<file path="src/core/pmcs_pkg.sv">
package pmcs_pkg;

	// ************************************************************
	// Timing
	// ************************************************************
	localparam int unsigned CLK_MHZ         = 100;
	localparam int unsigned T_RESET_INIT_US = 2;
	localparam int unsigned T_INIT_MS       = 2000;
	localparam int unsigned US_PER_MS       = 1000;
	localparam int unsigned RESET_PULSE_CYC = T_RESET_INIT_US * CLK_MHZ;
	localparam int unsigned T_INIT_CYC      = T_INIT_MS * US_PER_MS * CLK_MHZ;
	localparam int          CNT_W           = 28;
	localparam int          RCNT_W          = 8;

	// ************************************************************
	// Register bus map (word index)
	// ************************************************************
	localparam int          AV_AW      = 4;
	localparam int          AV_DW      = 32;
	localparam logic [3:0]  REG_COND   = 4'h0;
	localparam logic [3:0]  REG_STATUS = 4'h1;

	// ************************************************************
	// Serial management map
	// ************************************************************
	localparam logic [6:0]  DEV_ADDR    = 7'h50;
	localparam logic [7:0]  PTR_STATUS  = 8'h02;
	localparam logic [7:0]  PTR_FLAGS   = 8'h03;
	localparam logic [7:0]  PTR_MASK    = 8'h04;
	localparam logic [7:0]  PTR_CTRL    = 8'h05;
	localparam logic [7:0]  PTR_RST     = 8'h00;
	localparam int          NFLAG       = 3;
	localparam int          FLAG_RX_LOS = 0;
	localparam int          FLAG_TX_FLT = 1;
	localparam int          FLAG_OTHER  = 2;
	localparam int          BIT_NRDY    = 0;
	localparam int          BIT_PDOWN   = 0;
	localparam logic [2:0]  MASK_RST    = 3'h0;
	localparam logic [3:0]  BITS_BYTE   = 4'h8;
	localparam logic [3:0]  LAST_BIT    = 4'h7;

	// Synchroniser order: scl, sda, select_n, reset pin, low power
	localparam int          NSYNC    = 5;
	localparam logic [4:0]  SYNC_RST = 5'h1E;

	// ************************************************************
	// Types
	// ************************************************************
	typedef enum logic [2:0] {
		PM_RUN  = 3'b001,
		PM_BOOT = 3'b010,
		PM_HELD = 3'b100
	} pmcs_pm_e;

	typedef enum logic [6:0] {
		SER_IDLE    = 7'b0000001,
		SER_ADDR    = 7'b0000010,
		SER_ADDR_AK = 7'b0000100,
		SER_WR      = 7'b0001000,
		SER_WR_AK   = 7'b0010000,
		SER_RD      = 7'b0100000,
		SER_RD_AK   = 7'b1000000
	} pmcs_ser_e;

	typedef struct packed {
		logic scl;
		logic sda;
		logic sel_n;
		logic rst_n;
		logic lp;
	} pmcs_pins_s;

	typedef struct packed {
		pmcs_pm_e           pm;
		logic [CNT_W-1:0]   init_cnt;
		logic [RCNT_W-1:0]  rst_cnt;
		logic               not_ready;
		logic               done;
		logic [NFLAG-1:0]   cond;
		logic [NFLAG-1:0]   flags;
		logic [NFLAG-1:0]   mask;
		logic               pdown;
		logic               irq;
		logic               lowpwr;
		pmcs_ser_e          ser;
		logic [3:0]         bitcnt;
		logic [7:0]         shreg;
		logic [7:0]         ptr;
		logic               first_wr;
		logic               rd_dir;
		logic               mnack;
		logic               sda_drive;
		logic               scl_q;
		logic               sda_q;
		logic               av_ack;
		logic [AV_DW-1:0]   av_rdata;
	} pmcs_state_s;

	localparam pmcs_state_s STATE_RST = '{
		pm: PM_BOOT, init_cnt: '0, rst_cnt: '0, not_ready: 1'b1,
		done: 1'b0, cond: '0, flags: '0, mask: MASK_RST, pdown: 1'b0,
		irq: 1'b0, lowpwr: 1'b0, ser: SER_IDLE, bitcnt: '0, shreg: '0,
		ptr: PTR_RST, first_wr: 1'b0, rd_dir: 1'b0, mnack: 1'b0,
		sda_drive: 1'b0, scl_q: 1'b1, sda_q: 1'b1, av_ack: 1'b0,
		av_rdata: '0
	};

endpackage

</file>
<file path="src/core/pmcs_sync.sv">
`timescale 1ns/1ps
module pmcs_sync #(
	parameter int                     W       = 1,
	parameter logic [W-1:0]           RST_VAL = '0
) (
	input  wire logic                 clock_i,
	input  wire logic                 reset_n_i,
	input  wire logic [W-1:0]         d_i,
	output logic      [W-1:0]         q_o
);

	// ************************************************************
	// Two flops; only the second stage is visible outside
	// ************************************************************
	logic [W-1:0] meta_r;

	always_ff @(posedge clock_i) begin
		if (!reset_n_i) begin
			meta_r <= RST_VAL;
			q_o    <= RST_VAL;
		end else begin
			meta_r <= d_i;
			q_o    <= meta_r;
		end
	end

endmodule

</file>
<file path="src/core/pmcs_core.sv">
// Overview of operation
// - Serial bus answered only while module_select_n is low; else ignored.
// - Serial bus answers within 100 us after module_select_n falls.
// - Serial bus stops answering within 100 us after module_select_n rises.
// - Reset pin low over 2 us restores every user setting to default.
// - Module fully functional within 2000 ms of reset pin release.
// - Completion shown by interrupt_n asserted with monitor_data_pending clear.
// - Power-up posts completion interrupt without any reset pin pulse.
// - Fully functional within 2000 ms of power-on, hot plug or reset.
// - Serial bus answers within 2000 ms of power-on.
// - Within 2000 ms of power-on, pending bit clears, interrupt_n asserts.
// - low_power_request high drops power below 1 W within 100 us.
// - module_present_n is tied low inside the module.
// - interrupt_n is an open-drain low for faults or critical status.
// - interrupt_n goes low within 200 ms of a triggering condition.
// - Flags clear on read; interrupt_n releases within 500 us after.
// - Receive signal loss sets rx_signal_loss and interrupt within 100 ms.
// - Transmitter fault sets tx_failure_flag and interrupt within 200 ms.
// - Any other condition sets its flag and interrupt within 200 ms.
// - Setting a mask bit suppresses that flag's interrupt within 100 ms.
// - Clearing a mask bit restores that flag's interrupt within 100 ms.
// - Setting power_down_override enters low power within 100 ms.
// - Clearing power_down_override returns to full function within 300 ms.
//
// Local design decisions: register access over Avalon-MM and the register addresses.
`timescale 1ns/1ps
module pmcs_core #(
	parameter int unsigned                INIT_CYCLES = pmcs_pkg::T_INIT_CYC
) (
	input  wire logic                     clock_i,
	input  wire logic                     reset_n_i,
	input  wire logic [pmcs_pkg::AV_AW-1:0] avs_address_i,
	input  wire logic                     avs_read_i,
	input  wire logic                     avs_write_i,
	input  wire logic [pmcs_pkg::AV_DW-1:0] avs_writedata_i,
	output logic      [pmcs_pkg::AV_DW-1:0] avs_readdata_o,
	output logic                          avs_waitrequest_o,
	input  wire logic                     module_select_n_i,
	input  wire logic                     module_reset_n_i,
	input  wire logic                     low_power_request_i,
	input  wire logic                     scl_i,
	input  wire logic                     sda_i,
	output logic                          sda_o,
	output logic                          sda_oe_o,
	output logic                          interrupt_n_o,
	output logic                          interrupt_n_oe_o,
	output logic                          module_present_n_o,
	output logic                          low_power_o
);

	// ************************************************************
	// Functions
	// ************************************************************
	function automatic logic [7:0] ser_byte(
		input logic [7:0]                 ptr,
		input pmcs_pkg::pmcs_state_s      st
	);
		logic [7:0] b;
		b = 8'h00;
		if (ptr == pmcs_pkg::PTR_STATUS)
			b[pmcs_pkg::BIT_NRDY] = st.not_ready;
		else if (ptr == pmcs_pkg::PTR_FLAGS)
			b[pmcs_pkg::NFLAG-1:0] = st.flags;
		else if (ptr == pmcs_pkg::PTR_MASK)
			b[pmcs_pkg::NFLAG-1:0] = st.mask;
		else if (ptr == pmcs_pkg::PTR_CTRL)
			b[pmcs_pkg::BIT_PDOWN] = st.pdown;
		return b;
	endfunction

	function automatic logic [pmcs_pkg::AV_DW-1:0] av_word(
		input logic [pmcs_pkg::AV_AW-1:0] addr,
		input pmcs_pkg::pmcs_state_s      st,
		input logic                       bus_en
	);
		logic [pmcs_pkg::AV_DW-1:0] w;
		w = 32'h0000_0000;
		if (addr == pmcs_pkg::REG_COND)
			w[pmcs_pkg::NFLAG-1:0] = st.cond;
		else if (addr == pmcs_pkg::REG_STATUS)
			w[14:0] = {st.pm, bus_en, st.lowpwr, st.pdown, st.irq,
				st.done, st.not_ready, st.mask, st.flags};
		return w;
	endfunction

	// ************************************************************
	// Pin synchronisers
	// ************************************************************
	pmcs_pkg::pmcs_pins_s pins;

	pmcs_sync #(
		.W       (pmcs_pkg::NSYNC),
		.RST_VAL (pmcs_pkg::SYNC_RST)
	) u_sync (
		.clock_i   (clock_i),
		.reset_n_i (reset_n_i),
		.d_i       ({scl_i, sda_i, module_select_n_i, module_reset_n_i,
			low_power_request_i}),
		.q_o       (pins)
	);

	// ************************************************************
	// State
	// ************************************************************
	pmcs_pkg::pmcs_state_s state_r;
	pmcs_pkg::pmcs_state_s state_nxt;

	logic                         bus_en;
	logic                         scl_rise;
	logic                         scl_fall;
	logic                         start_c;
	logic                         stop_c;
	logic                         load_rd;
	logic                         wr_stb;
	logic                         clr_done;
	logic [pmcs_pkg::NFLAG-1:0]   clr_flags;
	logic                         soft_rst;
	logic [7:0]                   rd_b;

	localparam logic [pmcs_pkg::RCNT_W-1:0] RCNT_MAX =
		pmcs_pkg::RCNT_W'(pmcs_pkg::RESET_PULSE_CYC);
	localparam logic [pmcs_pkg::CNT_W-1:0]  INIT_LAST =
		pmcs_pkg::CNT_W'(INIT_CYCLES - 1);

	// Selection is sampled every cycle, far inside 100 us either way
	assign bus_en   = ~pins.sel_n
		& (state_r.pm == pmcs_pkg::PM_RUN);
	assign scl_rise = pins.scl & ~state_r.scl_q;
	assign scl_fall = ~pins.scl & state_r.scl_q;
	assign start_c  = pins.scl & state_r.scl_q & state_r.sda_q & ~pins.sda;
	assign stop_c   = pins.scl & state_r.scl_q & ~state_r.sda_q & pins.sda;

	always_comb begin
		state_nxt = state_r;
		load_rd   = 1'b0;
		wr_stb    = 1'b0;
		clr_done  = 1'b0;
		clr_flags = '0;
		soft_rst  = 1'b0;
		rd_b      = 8'h00;

		// ********************************************************
		// Register bus: one wait cycle, then the answer
		// ********************************************************
		state_nxt.av_ack = (avs_read_i | avs_write_i) & ~state_r.av_ack;
		if (avs_read_i && !state_r.av_ack)
			state_nxt.av_rdata = av_word(avs_address_i, state_r, bus_en);
		if (avs_write_i && state_r.av_ack
			&& avs_address_i == pmcs_pkg::REG_COND)
			state_nxt.cond = avs_writedata_i[pmcs_pkg::NFLAG-1:0];

		// ********************************************************
		// Reset pin and initialisation
		// ********************************************************
		if (pins.rst_n) begin
			state_nxt.rst_cnt = '0;
		end else if (state_r.rst_cnt
			!= RCNT_MAX) begin
			state_nxt.rst_cnt = state_r.rst_cnt + 1'b1;
		end

		unique case (state_r.pm)
			pmcs_pkg::PM_RUN: begin
				state_nxt.init_cnt = '0;
			end
			pmcs_pkg::PM_BOOT: begin
				// Power-up lands here too, so completion needs no pulse
				if (state_r.init_cnt == INIT_LAST) begin
					state_nxt.pm        = pmcs_pkg::PM_RUN;
					state_nxt.not_ready = 1'b0;
					state_nxt.done      = 1'b1;
				end else begin
					state_nxt.init_cnt = state_r.init_cnt + 1'b1;
				end
			end
			pmcs_pkg::PM_HELD: begin
				if (pins.rst_n) begin
					state_nxt.pm       = pmcs_pkg::PM_BOOT;
					state_nxt.init_cnt = '0;
				end
			end
		endcase

		// A low shorter than the minimum pulse is ignored
		if (state_r.rst_cnt == RCNT_MAX && !pins.rst_n) begin
			soft_rst     = 1'b1;
			state_nxt.pm = pmcs_pkg::PM_HELD;
		end

		// ********************************************************
		// Serial management slave
		// ********************************************************
		state_nxt.scl_q = pins.scl;
		state_nxt.sda_q = pins.sda;
		if (!bus_en) begin
			state_nxt.ser       = pmcs_pkg::SER_IDLE;
			state_nxt.sda_drive = 1'b0;
		end else if (start_c) begin
			state_nxt.ser       = pmcs_pkg::SER_ADDR;
			state_nxt.bitcnt    = '0;
			state_nxt.sda_drive = 1'b0;
		end else if (stop_c) begin
			state_nxt.ser       = pmcs_pkg::SER_IDLE;
			state_nxt.sda_drive = 1'b0;
		end else begin
			unique case (state_r.ser)
				pmcs_pkg::SER_IDLE: begin
					state_nxt.sda_drive = 1'b0;
				end
				pmcs_pkg::SER_ADDR: begin
					if (scl_rise) begin
						state_nxt.shreg  = {state_r.shreg[6:0], pins.sda};
						state_nxt.bitcnt = state_r.bitcnt + 1'b1;
					end else if (scl_fall
						&& state_r.bitcnt == pmcs_pkg::BITS_BYTE) begin
						if (state_r.shreg[7:1] == pmcs_pkg::DEV_ADDR) begin
							state_nxt.ser       = pmcs_pkg::SER_ADDR_AK;
							state_nxt.sda_drive = 1'b1;
							state_nxt.rd_dir    = state_r.shreg[0];
							state_nxt.first_wr  = 1'b1;
						end else begin
							state_nxt.ser = pmcs_pkg::SER_IDLE;
						end
					end
				end
				pmcs_pkg::SER_ADDR_AK: begin
					if (scl_fall) begin
						state_nxt.bitcnt = '0;
						if (state_r.rd_dir) begin
							load_rd = 1'b1;
						end else begin
							state_nxt.sda_drive = 1'b0;
							state_nxt.ser       = pmcs_pkg::SER_WR;
						end
					end
				end
				pmcs_pkg::SER_WR: begin
					if (scl_rise) begin
						state_nxt.shreg  = {state_r.shreg[6:0], pins.sda};
						state_nxt.bitcnt = state_r.bitcnt + 1'b1;
					end else if (scl_fall
						&& state_r.bitcnt == pmcs_pkg::BITS_BYTE) begin
						state_nxt.sda_drive = 1'b1;
						state_nxt.ser       = pmcs_pkg::SER_WR_AK;
						wr_stb              = 1'b1;
					end
				end
				pmcs_pkg::SER_WR_AK: begin
					if (scl_fall) begin
						state_nxt.sda_drive = 1'b0;
						state_nxt.bitcnt    = '0;
						state_nxt.ser       = pmcs_pkg::SER_WR;
					end
				end
				pmcs_pkg::SER_RD: begin
					if (scl_fall) begin
						if (state_r.bitcnt == pmcs_pkg::LAST_BIT) begin
							state_nxt.sda_drive = 1'b0;
							state_nxt.bitcnt    = '0;
							state_nxt.ser       = pmcs_pkg::SER_RD_AK;
						end else begin
							state_nxt.sda_drive = ~state_r.shreg[6];
							state_nxt.shreg = {state_r.shreg[6:0], 1'b0};
							state_nxt.bitcnt = state_r.bitcnt + 1'b1;
						end
					end
				end
				pmcs_pkg::SER_RD_AK: begin
					if (scl_rise) begin
						state_nxt.mnack = pins.sda;
					end else if (scl_fall) begin
						if (state_r.mnack)
							state_nxt.ser = pmcs_pkg::SER_IDLE;
						else
							load_rd = 1'b1;
					end
				end
			endcase
		end

		// Byte out: reading the status byte clears done, reading the flags byte clears the flags
		if (load_rd) begin
			rd_b                = ser_byte(state_r.ptr, state_r);
			state_nxt.shreg     = rd_b;
			state_nxt.sda_drive = ~rd_b[7];
			state_nxt.ptr       = state_r.ptr + 1'b1;
			state_nxt.ser       = pmcs_pkg::SER_RD;
			if (state_r.ptr == pmcs_pkg::PTR_STATUS)
				clr_done = 1'b1;
			if (state_r.ptr == pmcs_pkg::PTR_FLAGS)
				clr_flags = state_r.flags;
		end

		// First byte after the address is the pointer
		if (wr_stb) begin
			state_nxt.first_wr = 1'b0;
			if (state_r.first_wr) begin
				state_nxt.ptr = state_r.shreg;
			end else begin
				state_nxt.ptr = state_r.ptr + 1'b1;
				if (state_r.ptr == pmcs_pkg::PTR_MASK)
					state_nxt.mask =
						state_r.shreg[pmcs_pkg::NFLAG-1:0];
				if (state_r.ptr == pmcs_pkg::PTR_CTRL)
					state_nxt.pdown =
						state_r.shreg[pmcs_pkg::BIT_PDOWN];
			end
		end

		// ********************************************************
		// Flags: a condition present in a clearing cycle wins
		// ********************************************************
		state_nxt.flags = (state_r.flags & ~clr_flags)
			| state_r.cond;
		state_nxt.done  = state_nxt.done & ~clr_done;

		if (soft_rst) begin
			state_nxt.not_ready = 1'b1;
			state_nxt.done      = 1'b0;
			state_nxt.flags     = '0;
			state_nxt.mask      = pmcs_pkg::MASK_RST;
			state_nxt.pdown     = 1'b0;
			state_nxt.ptr       = pmcs_pkg::PTR_RST;
		end

		// Status bits stay hidden from the pin until boot completes
		state_nxt.irq = (state_r.pm == pmcs_pkg::PM_RUN)
			& (state_r.done
			| (|(state_r.flags & ~state_r.mask)));
		state_nxt.lowpwr = pins.lp | state_r.pdown;
	end

	always_ff @(posedge clock_i) begin
		if (!reset_n_i)
			state_r <= pmcs_pkg::STATE_RST;
		else
			state_r <= state_nxt;
	end

	// ************************************************************
	// Outputs
	// ************************************************************
	assign avs_waitrequest_o  = (avs_read_i | avs_write_i) & ~state_r.av_ack;
	assign avs_readdata_o     = state_r.av_rdata;
	assign sda_o              = 1'b0;
	assign sda_oe_o           = state_r.sda_drive;
	assign interrupt_n_o      = 1'b0;
	assign interrupt_n_oe_o   = state_r.irq;
	assign module_present_n_o = 1'b0;
	assign low_power_o        = state_r.lowpwr;

endmodule

</file>
<file path="config.mk">
export PLATFORM = sky130hd
export DESIGN_NAME = pmcs_core
export DESIGN_NICKNAME = d
export VERILOG_FILES = /design/src/core/pmcs_pkg.sv /design/src/core/pmcs_sync.sv /design/src/core/pmcs_core.sv
export SDC_FILE = /design/constraint.sdc
export NUM_CORES = 1
export LEC_CHECK = 0
export BUFFER_PORTS_ARGS = -buffer_cell sky130_fd_sc_hd__buf_2
export CAP_MARGIN = 10
export CORE_MARGIN = 2
export CORE_UTILIZATION = 45
export DETAILED_ROUTE_END_ITERATION = 10
export GPL_TIMING_DRIVEN = 0
export HOLD_SLACK_MARGIN = 0.12
export PLACE_DENSITY_LB_ADDON = 0.05
export SLEW_MARGIN = 30
export SYNTH_ARGS = -nofsm -noshare
export SYNTH_HDL_FRONTEND = slang
export SYNTH_SLANG_ARGS = --single-unit
</file>
<file path="constraint.sdc">
create_clock -name clock_i -period 2.8 [get_ports clock_i]
set_input_delay 0.56 -clock clock_i [delete_from_list [all_inputs] [get_ports clock_i]]
set_output_delay 0.56 -clock clock_i [all_outputs]
set_load 0.02 [all_outputs]
</file>
* Word-level counts from Yosys, hierarchy flattened
Index checks and enable logic that the tools add are counted.
** Word-level totals
- Register bits after elaboration :: 112
** Operators by class
- Bitwise logic cells :: 33
- Equal/unequal tests :: 72
- Mux-type cells :: 101
- Add/sub/neg operators :: 4
- Reductions and logical operators :: 39
** Operators with widths (count)
- 2-to-1 mux 11 bit :: 9
- one-hot mux 28 bit (3 select lines) :: 1
- != test 6 bit (second input constant) :: 13
- 2-to-1 mux 19 bit :: 4
- 2-to-1 mux 7 bit :: 9
- 2-to-1 mux 12 bit :: 5
- != test 4 bit (second input constant) :: 11
- one-hot mux 7 bit (6 select lines) :: 1
- AND reduction 13 bit :: 3
- 2-to-1 mux 1 bit :: 38
- 2-to-1 mux 3 bit :: 12
- 2-to-1 mux 31 bit :: 1
- adder 28 x 1 -> 28 bit (second input constant) :: 1
- == test 28 bit (second input constant) :: 1
- 2-to-1 mux 28 bit :: 1
- != test 5 bit (second input constant) :: 5
- != test 10 x 1 -> 1 bit (second input constant) :: 2
- 2-to-1 mux 6 bit :: 3
- != test 2 bit (second input constant) :: 9
- adder 8 x 1 -> 8 bit (second input constant) :: 2
- == test 8 x 2 -> 1 bit (second input constant) :: 2
- == test 8 x 3 -> 1 bit (second input constant) :: 2
- 2-to-1 mux 8 bit :: 2
- one-hot mux 4 bit (4 select lines) :: 1
- other kinds (54) :: 111

* Logic depth before layout (Yosys ltp)
- Depth in word-level cells :: 14
- Depth in mapped cells :: 10
- Gate-level depth less buffers :: 8

* By module
A second synthesis with hierarchy kept.
** Second synthesis, totals
- Cells, all modules :: 706
- Area, all modules :: 6129.6 um^2
** Modules (own cells, without submodules)
- pmcs_core :: cells an instance 686, seq. area each 2042.0 um^2, times used 1, area an instance 5866.9 um^2
- pmcs_sync :: cells an instance 20, seq. area each 200.2 um^2, times used 1, area an instance 262.8 um^2

* Worst setup path before layout
Ideal clock, no wire load.
- Kind :: flip-flop to flip-flop
- Start :: register state_r[59] in the netlist's numbering
- End :: register state_r[59] in the netlist's numbering
- Path buffers :: 1
- Slack :: 585 ps
- Library setup time :: 126 ps
- Period minus slack after synthesis :: 2215 ps
- Arrival :: 2089 ps
- Stages on the path, launching flop included :: 8
- Path through :: dfxtp_1 > buf_2 > or4_4 > or4b_4 > a21oi_4 > o21ai_0 > and3_1 > mux2i_1
** On the way
- Word-level cells in the longest chain between the ends :: 7
** Ends and longest elaborated chain
- start: declaration :: RTL line pmcs_core.sv:105 : pmcs_pkg::pmcs_state_s state_r;
- start signal: assignment :: RTL line pmcs_core.sv:335 : state_r <= pmcs_pkg::STATE_RST;
- start signal: assignment :: RTL line pmcs_core.sv:337 : state_r <= state_nxt;
- == test 7 bit or == test 7 x 3 -> 1 bit (tied branches) :: RTL line pmcs_core.sv:206 : unique case (state_r.ser)
- one-hot mux 1 bit (2 select lines) :: RTL line pmcs_core.sv:206
- 2-to-1 mux 1 bit :: RTL line pmcs_core.sv:202 : end else if (stop_c) begin
- 2-to-1 mux 1 bit :: RTL line pmcs_core.sv:198 : end else if (start_c) begin
- 2-to-1 mux 1 bit :: RTL line pmcs_core.sv:195 : if (!bus_en) begin
- != test 10 x 1 -> 1 bit (no source line) or != test 6 bit (tied branches)
- AND reduction 13 bit (no source line)
Several ways; a longest one is shown, not always the timed one.
A chain may end at the register's enable or synchronous reset.

* Worst setup path in the final report
- Start :: register state_r[116] in the netlist's numbering
- End :: register state_r[41] in the netlist's numbering
** On the way
- Word-level cells in the longest chain between the ends :: 4
** Ends and longest elaborated chain
- == test 3 x 1 -> 1 bit (*) :: RTL line pmcs_core.sv:127 : & (state_r.pm == pmcs_pkg::PM_RUN);
- AND 1 bit (*) :: RTL line pmcs_core.sv:127
- 2-to-1 mux 1 bit :: RTL line pmcs_core.sv:195
- 2-to-1 mux 9 bit or nonzero test 2 bit (tied branches)
Every way passes the cells marked *; elsewhere a longest branch is shown, timed or not.

==> results.md <==
* Overall routing resource usage at 21.3%
* Hold endpoint: u_sync.meta_r[3]$_SDFF_PN1_
* Post-synth top area share at 38.9%
* Async set or reset register ratio after synthesis at 0%
* Clock Power Share at 43.2%
* RD Place Congestion at 0.924
* Largest stage delay, worst path at 470 ps
* Net Sw Frac at 23.8%
* PD cells at 473 nW/µm²
* Fmax at 384 MHz
* Initial antenna violation count at 0
* Count of cell types in the netlist at 72
* Critical path's slowest cell: dfxtp_1
* M1 WL at 6.67 mm
* Max clock buf depth at 2
* I/O pin cnt at 84
* DRT iter0 DRCs at 382
* Share of cells above drive strength 1 at 15.4%
* Critical R2R Capture: state_r[41]$_SDFFE_PP0P_
* IO buf count at 34
* Worst-Skew Late Latency at 360 ps
* XOR/XNOR Fraction of Synth Area at 5.16%
* Crit path required time at 3090 ps
* Most common library cell in the layout ignoring fill and taps: dfxtp_1
* Slew Viols, Final at 0
* Crit path kind: flip-flop to flip-flop
* Worst R2R Setup Slack at 190 ps
* Worst-path fanout max at 10
* Ys Warns at 0
* Post-synth EDFFs at 0
* Routed Antenna Nets at 0
* Die Height at 117 µm
* Starting density of the core at 45.9%
* Routed vias/inst at 5.43
* First-pass GRT wire length at 22.6 mm
* Clock sinks at 112
* Peak VDD IR at 0.000555 V
* Critical register-to-register path startpoint: state_r[116]$_SDFFE_PP0P_
* Fill count at 1242
* CTS tree: yes
* Setup TNS at 0 ps
* Largest net degree at the start of global routing at 21
* Root buffer cell: clkbuf_16
* Number of synthesized register bits at 112
* Register area at 2240 µm²
* Endpoint class of the critical path: flip-flop
* Largest family of logic cells by synthesized area: simple AND/OR/NAND/NOR gates
* Multi-input logic area at 3160 µm²
* Final count of negative-setup-slack endpoints at 0
* Post-Syn Area per Cell at 8.48 µm²
* Worst Hold Launch: sda_i
* Leak at 2.49 nW
* Instance count of the mapped netlist at 680
* WL met2 at 7.02 mm
* Startpoint types: flip-flop
* RSZ-0062 raised after global routing: false
* Most frequent cells in the layout: dfxtp_1, nor2_1, nand2_1
* Hold Crit Class: primary input to flip-flop
* Slew HR at 39.1%
* Hold_buf cts at 0
* Cts bufs inserted at 9
* Most area-consuming cells after synthesis: dfxtp_1, nor2_1, buf_4
* Yosys top cell by area: dfxtp_1
* Comb power frac at 4.9%
* Hold Violations, Final at 0
* DP Wirelength at 10.8 mm
* Fraction of the mapped netlist area in simple logic gates at 28.3%
* Std-Cell Rows at 41
* Crit path DAT at 2890 ps
* Cts repair resizes at 0
* Status: complete, no violations
* # Post-CTS Setup Buffers at 0
* Uppermost layer routed: met4
* Seq/Total Area, Yosys at 38.9%
* Max Cap Viol at 0
* Remaining Overflow, GRT at 0
* DR vias at 4997
* Met3 Wirelength at 543 µm
* Internal power at 2.37 mW
* Die ar. at 13700 µm²
* Ordered list of cells on the worst path: or4b_1, clkbuf_1, a31oi_4, a32oi_1, nand2b_1, o21ai_0
* Synth Area in Adders at 1.95%
* Antenna Cells at 0
* H-tree levels at 3
* Drt pass-1 iters at 5
* Core Box Area at 12600 µm²
* Psw at 0.741 mW
* DRC viols at 0
* Mux cell area share after synthesis at 3.32%
* Slew @ Worst Pin at 905 ps
* R2R depth at 6
* Wire per inst at 15.8 µm
* Final nets at 798
* Final WL at 14.5 mm
* Die width at 117 µm
* CTS clk-pin slew, worst paths at 80 ps
* Fin util at 52.3%
* Syn Std Cell Area at 5770 µm²
* Crit path time final at 2610 ps
* Final setup skew at 10.4 ps
* Flop pwr share at 51.9%
* Layout area overhead at 13.9%
* Cells on Worst Hold Path at 2
* Compound-cell area share of the yosys netlist at 14.2%
* Vias in the first global route at 4580
* Final worst path period share at 93.1%
* Most used DFF post-synth: dfxtp_1
-- per-layer routing --
| metal | GRT usage, % | vias to the layer above |
|---|---|---|
| met5 | 0 | - |
| met1 | 27.0 | 2372 |
| li1 | - | 2489 |
| met3 | 4.84 | 24 |
| met4 | 6.82 | 0 |
| met2 | 36.0 | 112 |
-- worst max path at each step --
stage | from | endpoint | slack [ps] | cells past startpoint
6_report | state_r[116]$_SDFFE_PP0P_ | state_r[41]$_SDFFE_PP0P_ | 190 | 6
5_1_grt | state_r[34]$_SDFF_PN1_ | state_r[43]$_SDFFE_PP0P_ | 20 | 6
4_1_cts | state_r[88]$_SDFFE_PN0P_ | state_r[97]$_SDFFE_PN0P_ | 10 | 8
3_5_place_dp | state_r[88]$_SDFFE_PN0P_ | state_r[97]$_SDFFE_PN0P_ | 20 | 8
3_3_place_gp | state_r[88]$_SDFFE_PN0P_ | state_r[93]$_SDFFE_PN0P_ | 110 | 8
2_1_floorplan | state_r[59]$_SDFFE_PN1P_ | state_r[59]$_SDFFE_PN1P_ | 580 | 7
-- worst max-delay path, delay by kind of cell (launching register included) --
family                 cells  cell delay (ps)
AOI/OAI and AO/OA          3              970
buffers and inverters      1              270
DFF                        1              470
and+or+nand+nor            2              820
-- power groups by stage --
stage               Clock, mW  Combinational, mW  Sequential [mW]
floorplan                   0              0.107             1.65
global placement            0              0.148             1.65
detailed placement          0              0.149             1.65
CTS                      1.39              0.150             1.62
global route             1.43              0.165             1.62
finish                   1.34              0.151             1.62
-- Yosys cell counts, types with 12 or more instances --
| cell type | n |
|---|---|
| dfxtp_1 | 112 |
| nor2_1 | 94 |
| nand2_1 | 48 |
| buf_4 | 36 |
| nand3_1 | 31 |
| nor3_1 | 25 |
| a21oi_1 | 23 |
| clkbuf_1 | 23 |
| nand2b_1 | 19 |
| o21ai_0 | 19 |
| mux2i_1 | 18 |
| xor2_1 | 18 |
| inv_1 | 16 |
| xnor2_1 | 16 |
| a22oi_1 | 14 |
| and3_1 | 13 |
| nor4_1 | 12 |
-- sequential cells by signal, indices dropped and copies added, names as in the netlist --
signal / flops
interrupt_n_oe_o: 1
sda_oe_o: 1
low_power_o: 1
avs_readdata_o: 15
u_sync.meta_r: 5
u_sync.q_o: 5
state_r: 84
-- through the flow --
step	instance area (µm²)	power, mW	cells	setup slack [ps]	hold slack [ps]
after floorplan	5840	1.76	699	585	386
after global placement	6220	1.80	905	106	394
after detailed placement	6220	1.80	905	24.4	395
after CTS	6540	3.15	921	12.3	368
after global routing	6570	3.22	921	16.0	371
final	6570	3.11	921	193	376
-- layout make-up --
class / instances / area share (%)
multi-input cells: 504 / 48.1
flip-flops and latches: 112 / 34.1
plain buffers: 66 / 6.13
clock buffers: 9 / 3.43
well taps: 172 / 3.28
repair buffers: 34 / 2.59
clock inverters: 7 / 1.39
inverters: 17 / 0.971
-- kinds of logic after synthesis --
| logic type | Yosys count |
|---|---|
| compound gates | 113 |
| mux | 19 |
| fa+ha+maj | 9 |
| xor+xnor | 34 |
| simple gates | 309 |
| other cells | 1 |
| buf+inv | 83 |
| flops | 112 |
Note: power is estimated with default switching activity, not from simulation.
